File: src/logic/sopi_pkg.sv
// Constants, field layout and carrier types of the safe output parameter image
package sopi_pkg;

  // ==========================================================================
  // Image layout
  localparam logic [3:0] IDX_SUPPLY = 4'h0;
  localparam logic [3:0] IDX_IO_FB = 4'h1;
  localparam logic [3:0] IDX_Z1_FB = 4'h2;
  localparam logic [3:0] IDX_Z23_FB = 4'h3;
  localparam logic [3:0] IDX_CONN0 = 4'h4;
  localparam logic [3:0] IDX_CONN2 = 4'h6;
  localparam logic [3:0] CHAN_IMG_LEN = 4'h5;
  localparam logic [3:0] MOD_IMG_LEN = 4'hc;
  localparam logic [3:0] MOD_USER_LEN = 4'h8;

  // ==========================================================================
  // Field positions
  localparam int SUP_IO_BIT = 0;
  localparam int SUP_Z1_BIT = 1;
  localparam int SUP_Z3_BIT = 3;
  localparam logic [7:0] SUPPLY_MASK = 8'h0f;
  localparam int OFF_LSB = 0;
  localparam int ON_LSB = 3;
  localparam int FB_EN_BIT = 6;
  localparam int FB_EN_Z3_BIT = 7;
  localparam int CODE_W = 3;

  // ==========================================================================
  // Delay codes and their times
  localparam logic [2:0] CODE_5S = 3'h3;
  localparam logic [2:0] CODE_1S = 3'h4;
  localparam logic [2:0] CODE_500MS = 3'h5;
  localparam logic [2:0] CODE_200MS = 3'h6;
  localparam logic [2:0] CODE_100MS = 3'h7;
  localparam logic [15:0] DLY_5S_MS = 16'h1388;
  localparam logic [15:0] DLY_1S_MS = 16'h03e8;
  localparam logic [15:0] DLY_500MS_MS = 16'h01f4;
  localparam logic [15:0] DLY_200MS_MS = 16'h00c8;
  localparam logic [15:0] DLY_100MS_MS = 16'h0064;
  localparam logic [15:0] DLY_NONE_MS = 16'h0000;

  // ==========================================================================
  // Carriers
  typedef struct packed {
    logic fb_en;
    logic [15:0] on_ms;
    logic [15:0] off_ms;
  } sopi_zone_t;

  // Zone order: 0 = I/O modules, 1..3 = valve zones
  typedef sopi_zone_t [3:0] sopi_zone_arr_t;
  typedef logic [3:0][7:0] sopi_conn_arr_t;

  typedef struct packed {
    logic [7:0][7:0] shadow;
    logic [3:0] supply;
    logic [2:0] pilot;
    sopi_zone_arr_t zone;
    sopi_conn_arr_t conn;
    logic param_ok;
    logic reject;
  } sopi_state_t;

endpackage

File: src/logic/sopi_image.sv
// Decoder of the cyclic safe output process image: supply switches and parameters
//
// Summary of operation
// - Channel mode image is five bytes long
// - Byte 0 bits 0-3 switch supplies
// - Zone supply also feeds first pilot valve
// - Channel mode bytes 1-4 carry no data
// - Module mode image twelve bytes, eight usable
// - Zero parameter byte disables that function
// - Module mode bytes 8-11 are protocol only
// - OFF delay code decodes 5 s to 100 ms
// - ON delay code uses same encoding
// - Byte 1 bit 6 enables I/O feedback
// - Byte 2 configures valve zone 1 alike
// - Byte 3 shared delays, enables zones 2, 3
// - Bytes 4-7 configure one input connector each
// - Status high only for valid parameter image
`timescale 1ns/1ps

module sopi_image (
  input wire logic sys_clk,
  input wire logic sys_rst,
  input wire logic mode_module,
  input wire logic word_variant,
  input wire logic img_wr,
  input wire logic [3:0] img_idx,
  input wire logic [7:0] img_byte,
  input wire logic img_word_wr,
  input wire logic [3:0] img_word_idx,
  input wire logic [15:0] img_word,
  input wire logic img_commit,
  output logic [3:0] actuator_supply_en,
  output logic [2:0] pilot_supply_en,
  output sopi_pkg::sopi_zone_arr_t zone_cfg,
  output sopi_pkg::sopi_conn_arr_t conn_param,
  output logic param_ok,
  output logic img_reject
);
  import sopi_pkg::*;

  // ==========================================================================
  // Helpers
  function automatic logic [15:0] delay_ms(input logic [2:0] code);
    case (code)
      CODE_5S: delay_ms = DLY_5S_MS;
      CODE_1S: delay_ms = DLY_1S_MS;
      CODE_500MS: delay_ms = DLY_500MS_MS;
      CODE_200MS: delay_ms = DLY_200MS_MS;
      CODE_100MS: delay_ms = DLY_100MS_MS;
      default: delay_ms = DLY_NONE_MS;
    endcase
  endfunction

  // Both delay fields of a byte must carry a defined code
  function automatic logic codes_ok(input logic [7:0] b);
    codes_ok = (b[OFF_LSB +: CODE_W] >= CODE_5S) && (b[ON_LSB +: CODE_W] >= CODE_5S);
  endfunction

  function automatic sopi_zone_t zone_of(input logic [7:0] b, input logic en);
    zone_of.fb_en = en;
    zone_of.on_ms = delay_ms(b[ON_LSB +: CODE_W]);
    zone_of.off_ms = delay_ms(b[OFF_LSB +: CODE_W]);
  endfunction

  // ==========================================================================
  // State
  sopi_state_t st_r;
  sopi_state_t st_nxt;
  logic [7:0][7:0] ws;
  logic byte_ok;
  logic word_ok;
  logic img_valid;
  logic fb_io;
  logic fb_z1;
  logic fb_z2;
  logic fb_z3;

  always_comb begin
    st_nxt = st_r;
    ws = st_r.shadow;
    // Channel mode accepts byte 0 only; module mode only the user bytes
    if (!mode_module) begin
      byte_ok = (img_idx < CHAN_IMG_LEN) && (img_idx == IDX_SUPPLY);
    end else if (word_variant && (img_idx >= IDX_CONN0)) begin
      byte_ok = 1'b0;
    end else begin
      byte_ok = (img_idx < MOD_USER_LEN);
    end
    word_ok = mode_module && word_variant &&
              ((img_word_idx == IDX_CONN0) || (img_word_idx == IDX_CONN2));
    if (img_wr && byte_ok) begin
      ws[img_idx[2:0]] = img_byte;
    end
    if (img_word_wr && word_ok) begin
      // High byte lands in the lower byte index, as on the wire
      ws[img_word_idx[2:0]] = img_word[15:8];
      ws[img_word_idx[2:0] + 3'h1] = img_word[7:0];
    end
    ws[IDX_SUPPLY] = ws[IDX_SUPPLY] & SUPPLY_MASK;
    st_nxt.shadow = ws;
    st_nxt.reject = (img_wr && !byte_ok) || (img_word_wr && !word_ok);

    fb_io = ws[IDX_IO_FB][FB_EN_BIT];
    fb_z1 = ws[IDX_Z1_FB][FB_EN_BIT];
    fb_z2 = ws[IDX_Z23_FB][FB_EN_BIT];
    fb_z3 = ws[IDX_Z23_FB][FB_EN_Z3_BIT];
    // An all-zero parameter set is not a valid image
    img_valid = (ws[7:1] != '0) &&
                (!fb_io || codes_ok(ws[IDX_IO_FB])) &&
                (!fb_z1 || codes_ok(ws[IDX_Z1_FB])) &&
                (!(fb_z2 || fb_z3) || codes_ok(ws[IDX_Z23_FB]));

    if (img_commit) begin
      if (!mode_module) begin
        st_nxt.supply = ws[IDX_SUPPLY][3:0];
        st_nxt.param_ok = 1'b0;
        st_nxt.zone = '0;
        st_nxt.conn = '0;
      end else if (img_valid) begin
        st_nxt.supply = ws[IDX_SUPPLY][3:0];
        st_nxt.param_ok = 1'b1;
        // A zero byte leaves its enable bits clear, which disables it
        st_nxt.zone[0] = zone_of(ws[IDX_IO_FB], fb_io);
        st_nxt.zone[1] = zone_of(ws[IDX_Z1_FB], fb_z1);
        st_nxt.zone[2] = zone_of(ws[IDX_Z23_FB], fb_z2);
        st_nxt.zone[3] = zone_of(ws[IDX_Z23_FB], fb_z3);
        st_nxt.conn = ws[7:4];
      end else begin
        // Safe side: a bad parameter image drops every supply
        st_nxt.supply = '0;
        st_nxt.param_ok = 1'b0;
        st_nxt.zone = '0;
        st_nxt.conn = '0;
      end
    end
    st_nxt.pilot = st_nxt.supply[SUP_Z3_BIT:SUP_Z1_BIT];
  end

  always_ff @(posedge sys_clk) begin
    if (sys_rst) begin
      st_r <= '0;
    end else begin
      st_r <= st_nxt;
    end
  end

  assign actuator_supply_en = st_r.supply;
  assign pilot_supply_en = st_r.pilot;
  assign zone_cfg = st_r.zone;
  assign conn_param = st_r.conn;
  assign param_ok = st_r.param_ok;
  assign img_reject = st_r.reject;
endmodule

File: config.mk
export PLATFORM = sky130hd
export DESIGN_NAME = sopi_image
export DESIGN_NICKNAME = d
export VERILOG_FILES = /design/src/logic/sopi_pkg.sv /design/src/logic/sopi_image.sv
export SDC_FILE = /design/constraint.sdc
export NUM_CORES = 1
export LEC_CHECK = 0
export BUFFER_PORTS_ARGS = -buffer_cell sky130_fd_sc_hd__buf_4
export CORE_ASPECT_RATIO = 1.5
export CORE_MARGIN = 5
export CORE_UTILIZATION = 31
export CTS_CLUSTER_SIZE = 14
export DETAILED_ROUTE_END_ITERATION = 8
export PLACE_DENSITY = 0.58
export SLEW_MARGIN = 20
export SYNTH_ARGS = -nofsm -noshare
export SYNTH_HDL_FRONTEND = slang
export SYNTH_SLANG_ARGS = --single-unit
File: constraint.sdc
create_clock -name sys_clk -period 7.13 [get_ports sys_clk]
set_input_delay 1.0695 -clock sys_clk [delete_from_list [all_inputs] [get_ports sys_clk]]
set_output_delay 1.0695 -clock sys_clk [all_outputs]
set_load 0.005 [all_outputs]
==> summary.md, run 1 <==
| Metric | Value |
|---|---|
| DR vias | `7737` |
| Flops & latches, synth | `156` |
| R2r startpoint | `st_r[190]$_SDFF_PP0_` |
| CTS resizes | `0` |
| Final Hold Viols | `0` |
| Area occupied by multi-input gates | `0.004405 sq mm` |
| Least-Margin Pin Slew | `approximately 1.0 ns` |
| Lkg Pwr | `3.978 nW` |
| Layout area overhead | `10.88%` |
| Post-DP Area | `approximately 0.0093 sq mm` |
| TritonCTS Buffers | `17` |
| Async set-reset flop share out of synthesis | `0%` |
| RSZ-0062 raised after global routing | `no` |
| Status | `finished, final reports clean` |
| First-pass GRT wire length | `46450 um` |
| CP Class | `input port to register` |
| Cell count after synthesis | `1081` |
| FP Rows | `76` |
| Fin area | `about 0.01 sq mm` |
| Critical Path Source Type | `input port` |
| Port Buffers | `155` |
| Logic gate share of total power | `between 10% and 20%` |
| Worst setup margin | `2.399 ns` |
| Relative slew slack | `slightly above 30%` |
| Count leader, synth | `buf_4` |
| Largest cells by area after synthesis | `dfxtp_1, buf_4, o21ai_0, mux2i_1, nand2_1` |
| R2r setup slk | `4.16 ns` |
| Internal power | `~1.6 mW` |
| Dominant cell type by area after synthesis | `dfxtp_1` |
| Top post-synthesis cells by count | `buf_4, dfxtp_1, nand2_1` |
| CP Cell Sequence | `buf_4, inv_1, ha_1, and2_1, a21oi_1, nor2_1, o22a_1, a22oi_1, o22a_1, nand3_2, buf_4, o21ai_0` |
| Min-delay src | `zone_cfg[39]$_SDFFE_PP0P_` |
| Maximum vdd drop | `0.1671 mV` |
| Initial Utilization | `31.29%` |
| Synth Flop Type | `dfxtp_1` |
| Minimum hold slack | `around 0.45 ns` |
| Share of the synthesized area in the top cell type | `34.87%` |
| Arrival @ worst endpoint | `approximately 5 ns` |
| Chip height | `218.2 um` |
| Clock latency on the worst-skew pair | `0.44 ns` |
| Hold path endpoint | `zone_cfg[39]$_SDFFE_PP0P_` |
| Routed len/inst | `21.40 um` |
| Synth warn | `0` |
| R2r endpoint | `conn_param[21]$_SDFFE_PP0P_` |
| Register area | `about 0.0031 sq mm` |
| Clock slew at reported path FFs | `0.07 ns` |
| Hold_buf cts | `0` |
| Ports | `~210` |
| N_diodes | `0` |
| Skew final | `0.008369 ns` |
| CTS tree | `yes` |
| CTS H-tree depth | `4` |
| Distinct cells, synth | `72` |
| Pwr/cell area | `around 210 mW/mm^2` |
| Register area share after synthesis | `34.87%` |
| Min cycle time layout | `around 4.7 ns` |
| Number of flops mapped to enable cells by yosys | `0` |
| Peak Freq | `0.2114 GHz` |
| Die W | `148.8 um` |
| Switching Share | `between 20% and 30%` |
| GP Congestion | `1.012` |
| GRT Total Usage | `18.82%` |
| Vias in the first global route | `7600` |
| DP Wirelength | `23360 um` |
| Slowest stage delay, CP | `0.58 ns` |
| Hold depth | `2` |
| Avg Cell Area, Syn | `8.285 sq um` |
| Sinks on the clock net | `156` |
| Final TNS setup | `0 ns` |
| Dpl ws | `2.055 ns` |
| Slew Limit Fails | `0` |
| DRT iter0 DRCs | `483` |
| Post-synthesis instance area | `between 0.008 and 0.009 sq mm` |
| Initial antenna violation count | `0` |
| Critical Path RT | `7.49 ns` |
| Reg2reg path depth | `8` |
| # DRC | `0` |
| Number of vias per cell | `5.260` |
| Net Switching | `0.5272 mW` |
| Drt first pass iters | `6` |
| Total congestion overflow | `0` |
| Maximum Capacitance Violations | `0` |
| Clk network pwr share | `roughly 48%` |
| Seq pwr share | `a little over two fifths` |
| HP Class | `register to register` |
| Fillers | `around 3000` |
| Die area | `0.03246 sq mm` |
| Post-CTS setup buffers | `0` |
| Crit. End Element | `register` |
| CP max-delay cell | `nand3_2` |
| Largest net degree at the start of global routing | `68` |
| Routed wire length | `31480 um` |
| Final setup viols | `0` |
| Share of post-route cells with drive strength above 1 | `20.54%` |
| Nets | `around 1100` |
| Root buffer selected by CTS | `clkbuf_16` |
| Final period util | `66.36%` |
| Maximum fanout along the worst path | `32` |
| Core box area | `0.02862 sq mm` |
| Max clock buf depth | `2` |
| Final ANT Viol Nets | `0` |
state kept, by name, indices dropped and copies added, names as in the netlist:
register and flops:
st_r 60, zone_cfg 58, conn_param 32, actuator_supply_en 4, img_reject 1, param_ok 1
stage by stage:
stage | util [%] | total power [mW] | std cells
finish | 34.70 | 2.100 | 1471
global route | 34.70 | 2.163 | 1471
CTS | 34.70 | 2.112 | 1471
detailed placement | 32.44 | 1.107 | 1441
global placement | 32.44 | 1.106 | 1441
floorplan | - | 1.049 | 1136
layout by cell type, fill, tap and decap left out, types with 14 or more instances in the layout:
cell type / instances
a21oi_1: 33
a22o_1: 27
a22oi_1: 35
buf_4: 166
clkbuf_16: 17
conb_1: 56
dfxtp_1: 156
mux2i_1: 40
nand2_1: 100
nand3_1: 14
nor2_1: 88
nor2b_1: 20
nor3_1: 20
o21ai_0: 88
o22a_1: 34
o22ai_1: 17
final cells by class:
type                            count  share of cell area, %
Clock inverter                     11                  1.940
Inverter                            6                 0.2268
Tap cell                          390                  4.914
Sequential cell                   156                  31.45
Multi-Input combinational cell    723                  44.36
Timing Repair Buffer              166                  12.55
Clock buffer                       19                  4.561
layer usage:
metal  part of all wire (%)  track usage, %  routed length (um)  vias to the layer above
met5                      0               0                   0                        -
met4                    6.2           11.54                1956                        0
met3                    6.2           3.754                1952                      111
met2                     50           33.45               15760                      381
met1                     38           20.36               11820                     3625
li1                       -               -                   -                     3620
worst max-delay path by stage:
| stage | startpoint | endpoint | slack (ns) | cells past startpoint |
|---|---|---|---|---|
| after floorplan | img_word_idx[0] | actuator_supply_en[0]$_SDFFE_PP0P_ | 3.27 | 12 |
| after global placement | img_word_idx[0] | conn_param[8]$_SDFFE_PP0P_ | 2.03 | 12 |
| after detailed placement | img_word_idx[0] | conn_param[5]$_SDFFE_PP0P_ | 2.05 | 12 |
| after CTS | img_word_idx[0] | conn_param[21]$_SDFFE_PP0P_ | 2.49 | 12 |
| after global routing | img_word_idx[0] | conn_param[19]$_SDFFE_PP0P_ | 2.14 | 12 |
| final | img_word_idx[0] | conn_param[21]$_SDFFE_PP0P_ | 2.40 | 12 |
worst max-delay path, delay by kind of cell:
kind	cells	cell delay [ns]
buffers and inverters	3	0.87
adders and majority gates	1	0.42
AOI/OAI and AO/OA	5	1.69
and+or+nand+nor	3	1.01
power groups by stage:
stage	Combinational (mW)	Sequential (mW)	Clock, mW
2_1_floorplan	0.150	0.899	0
3_3_place_gp	0.207	0.900	0
3_5_place_dp	0.207	0.900	0
4_1_cts	0.207	0.880	1.02
5_1_grt	0.224	0.880	1.06
6_report	0.212	0.880	1.01
kinds of logic after synthesis:
group                      synth area share [%]
AOI/OAI and AO/OA                         24.01
xor gates and xnor gates                 0.8662
adders and majority gates                0.4192
buffers and inverters                     18.50
DFF                                       34.87
muxes                                     5.225
other                                   0.04187
and+or+nand+nor                           16.07
Power figures use the tool's default switching activity.
==> run 2, diff against run 1 <==
==> constraint.sdc (replaced) <==
create_clock -name sys_clk -period 4.7 [get_ports sys_clk]
set_input_delay 0.705 -clock sys_clk [delete_from_list [all_inputs] [get_ports sys_clk]]
set_output_delay 0.705 -clock sys_clk [all_outputs]
set_load 0.005 [all_outputs]
==> summary.md, run 2 (same netlist as run 1, synthesis figures left out) <==
| Metric | Value |
|---|---|
| CP max-delay cell | `or4_1` |
| DP Wirelength | `23560 um` |
| Peak Freq | `0.2510 GHz` |
| Reg2reg path depth | `8` |
| Cell mode on critical path | `buf_4` |
| Internal power | `2.308 mW` |
| Max clock buf depth | `2` |
| Final Non-Filler Cells | `1487` |
| R2r startpoint | `st_r[190]$_SDFF_PP0_` |
| Root buffer selected by CTS | `clkbuf_16` |
| RSZ-0062 raised after global routing | `no` |
| Core box area | `approximately 0.029 sq mm` |
| Maximum Capacitance Violations | `0` |
| Pwr/cell area | `309.5 mW/mm^2` |
| Largest Register | `st_r` |
| Hold depth | `2` |
| Critical Path RT | `5.03 ns` |
| Placed Cells | `~1500` |
| Clock slew at reported path FFs | `0.06 ns` |
| Min cycle time layout | `about 4.0 ns` |
| Nets | `1127` |
| Chip height | `218.2 um` |
| Relative slew slack | `38.88%` |
| R2r setup slk | `2.31 ns` |
| Critical Path Source Type | `input port` |
| Seq pwr share | `42.8%` |
| Final TNS setup | `0 ns` |
| CTS resizes | `0` |
| HP Class | `register to register` |
| GP Congestion | `~0.94` |
| Die area | `~0.032 sq mm` |
| Commonest non-fill, non-tap cell in the layout | `buf_4` |
| Net Switching | `0.8117 mW` |
| Crit. End Element | `register` |
| Post-CTS setup buffers | `0` |
| Layout area overhead | `12.53%` |
| Hold_buf cts | `0` |
| Min-delay src | `zone_cfg[21]$_SDFFE_PP0P_` |
| Maximum vdd drop | `0.2617 mV` |
| CP delay by family, top | `simple AND/OR/NAND/NOR gates` |
| GRT Total Usage | `18.81%` |
| Initial Utilization | `between 30% and 40%` |
| Final setup viols | `0` |
| Clk network pwr share | `46.4%` |
| Final ANT Viol Nets | `0` |
| Ports | `~210` |
| Most frequent cells in the layout | `buf_4, dfxtp_1, nand2_1` |
| Switching Share | `26.02%` |
| TritonCTS Buffers | `17` |
| Least-Margin Pin Slew | `between 0.9 and 1 ns` |
| Routed wire length | `between 30000 and 40000 um` |
| Fillers | `between 3000 and 4000` |
| Initial antenna violation count | `0` |
| R2r endpoint | `conn_param[15]$_SDFFE_PP0P_` |
| Port Buffers | `between 150 and 200` |
| DRT iter0 DRCs | `524` |
| CTS tree | `yes` |
| CTS H-tree depth | `4` |
| Largest net degree at the start of global routing | `68` |
| Skew final | `0.01125 ns` |
| Final Hold Viols | `0` |
| Final core utilization | `about a third` |
| Slew Limit Fails | `0` |
| Max FFs per register | `60` |
| Logic gate share of total power | `10.8%` |
| Maximum fanout along the worst path | `19` |
| CP Class | `input port to register` |
| Final period util | `84.77%` |
| Share of post-route cells with drive strength above 1 | `between 20% and 30%` |
| FP Rows | `between 70 and 80` |
| Total congestion overflow | `0` |
| DR vias | `7811` |
| WP buf/inv | `3` |
| # DRC | `0` |
| Clock latency on the worst-skew pair | `0.45 ns` |
| Sinks on the clock net | `156` |
| Slowest stage delay, CP | `0.57 ns` |
| Vias in the first global route | `7516` |
| CP Cell Sequence | `buf_4, inv_1, ha_1, nor2b_1, a21oi_2, nor2_4, o22ai_2, or4_1, nor4_1, nand4_1, buf_4, a31o_1` |
| Lkg Pwr | `4.056 nW` |
| Status | `finished, final reports clean` |
| Hold path endpoint | `zone_cfg[21]$_SDFFE_PP0P_` |
| Drt first pass iters | `6` |
| Die W | `approximately 150 um` |
| Arrival @ worst endpoint | `4.32 ns` |
| First-pass GRT wire length | `46200 um` |
| Number of vias per cell | `roughly 5.3` |
| N_diodes | `0` |
| Routed len/inst | `21.21 um` |
[run 2: tightest hold or removal path: stages, from the launching register on]
cell and delay (ns):
dfxtp_1 0.31, nand2_1 0.05, o31ai_1 0.05
[run 2: cell type report]
type,instances,area (sq um),share of cell area [%]
clock buffer,21,470.5,4.668
clock inverter,10,137.6,1.366
inverter,6,22.52,0.2235
multi-input combinational,723,4415,43.81
sequential,156,3123,30.99
tap,390,488.0,4.842
timing repair buffer,181,1421,14.10
[run 2: power groups by stage]
stage | Combinational (mW) | Clock, mW | Sequential, mW
2_1_floorplan | 0.228 | 0 | 1.36
3_3_place_gp | 0.327 | 0 | 1.36
3_5_place_dp | 0.328 | 0 | 1.36
4_1_cts | 0.329 | 1.48 | 1.33
5_1_grt | 0.357 | 1.53 | 1.34
6_report | 0.336 | 1.45 | 1.34
[run 2: stage by stage]
| stage | cell area, sq um | power (mW) | hold WS, ns | setup WS [ns] |
|---|---|---|---|---|
| global route | 10080 | 3.222 | 0.4746 | 0.4316 |
| floorplan | 9163 | 1.591 | 0.4256 | 1.209 |
| detailed placement | 9470 | 1.692 | 0.4436 | 0.2886 |
| finish | 10080 | 3.119 | 0.4520 | 0.7157 |
| CTS | 10080 | 3.139 | 0.4563 | 0.7405 |
| global placement | 9459 | 1.692 | 0.4402 | 0.2656 |
[run 2: worst max path at each step]
stage | slack (ns) | cells past startpoint | to | start
finish | 0.72 | 12 | actuator_supply_en[1]$_SDFFE_PP0P_ | img_word_idx[0]
CTS | 0.74 | 12 | actuator_supply_en[1]$_SDFFE_PP0P_ | img_word_idx[0]
floorplan | 1.21 | 12 | actuator_supply_en[0]$_SDFFE_PP0P_ | img_word_idx[0]
global placement | 0.27 | 11 | actuator_supply_en[1]$_SDFFE_PP0P_ | img_word_idx[0]
global route | 0.43 | 12 | actuator_supply_en[0]$_SDFFE_PP0P_ | img_word_idx[0]
detailed placement | 0.29 | 12 | actuator_supply_en[1]$_SDFFE_PP0P_ | img_word_idx[0]
[run 2: routing by layer]
layer  vias up  part of all wire, %  track usage (%)
met5         -                    0                0
met1      3670                   37            20.80
met4         0                  5.9            11.24
met3       116                  7.2            3.837
met2       384                   50            33.01
li1       3641                    -                -
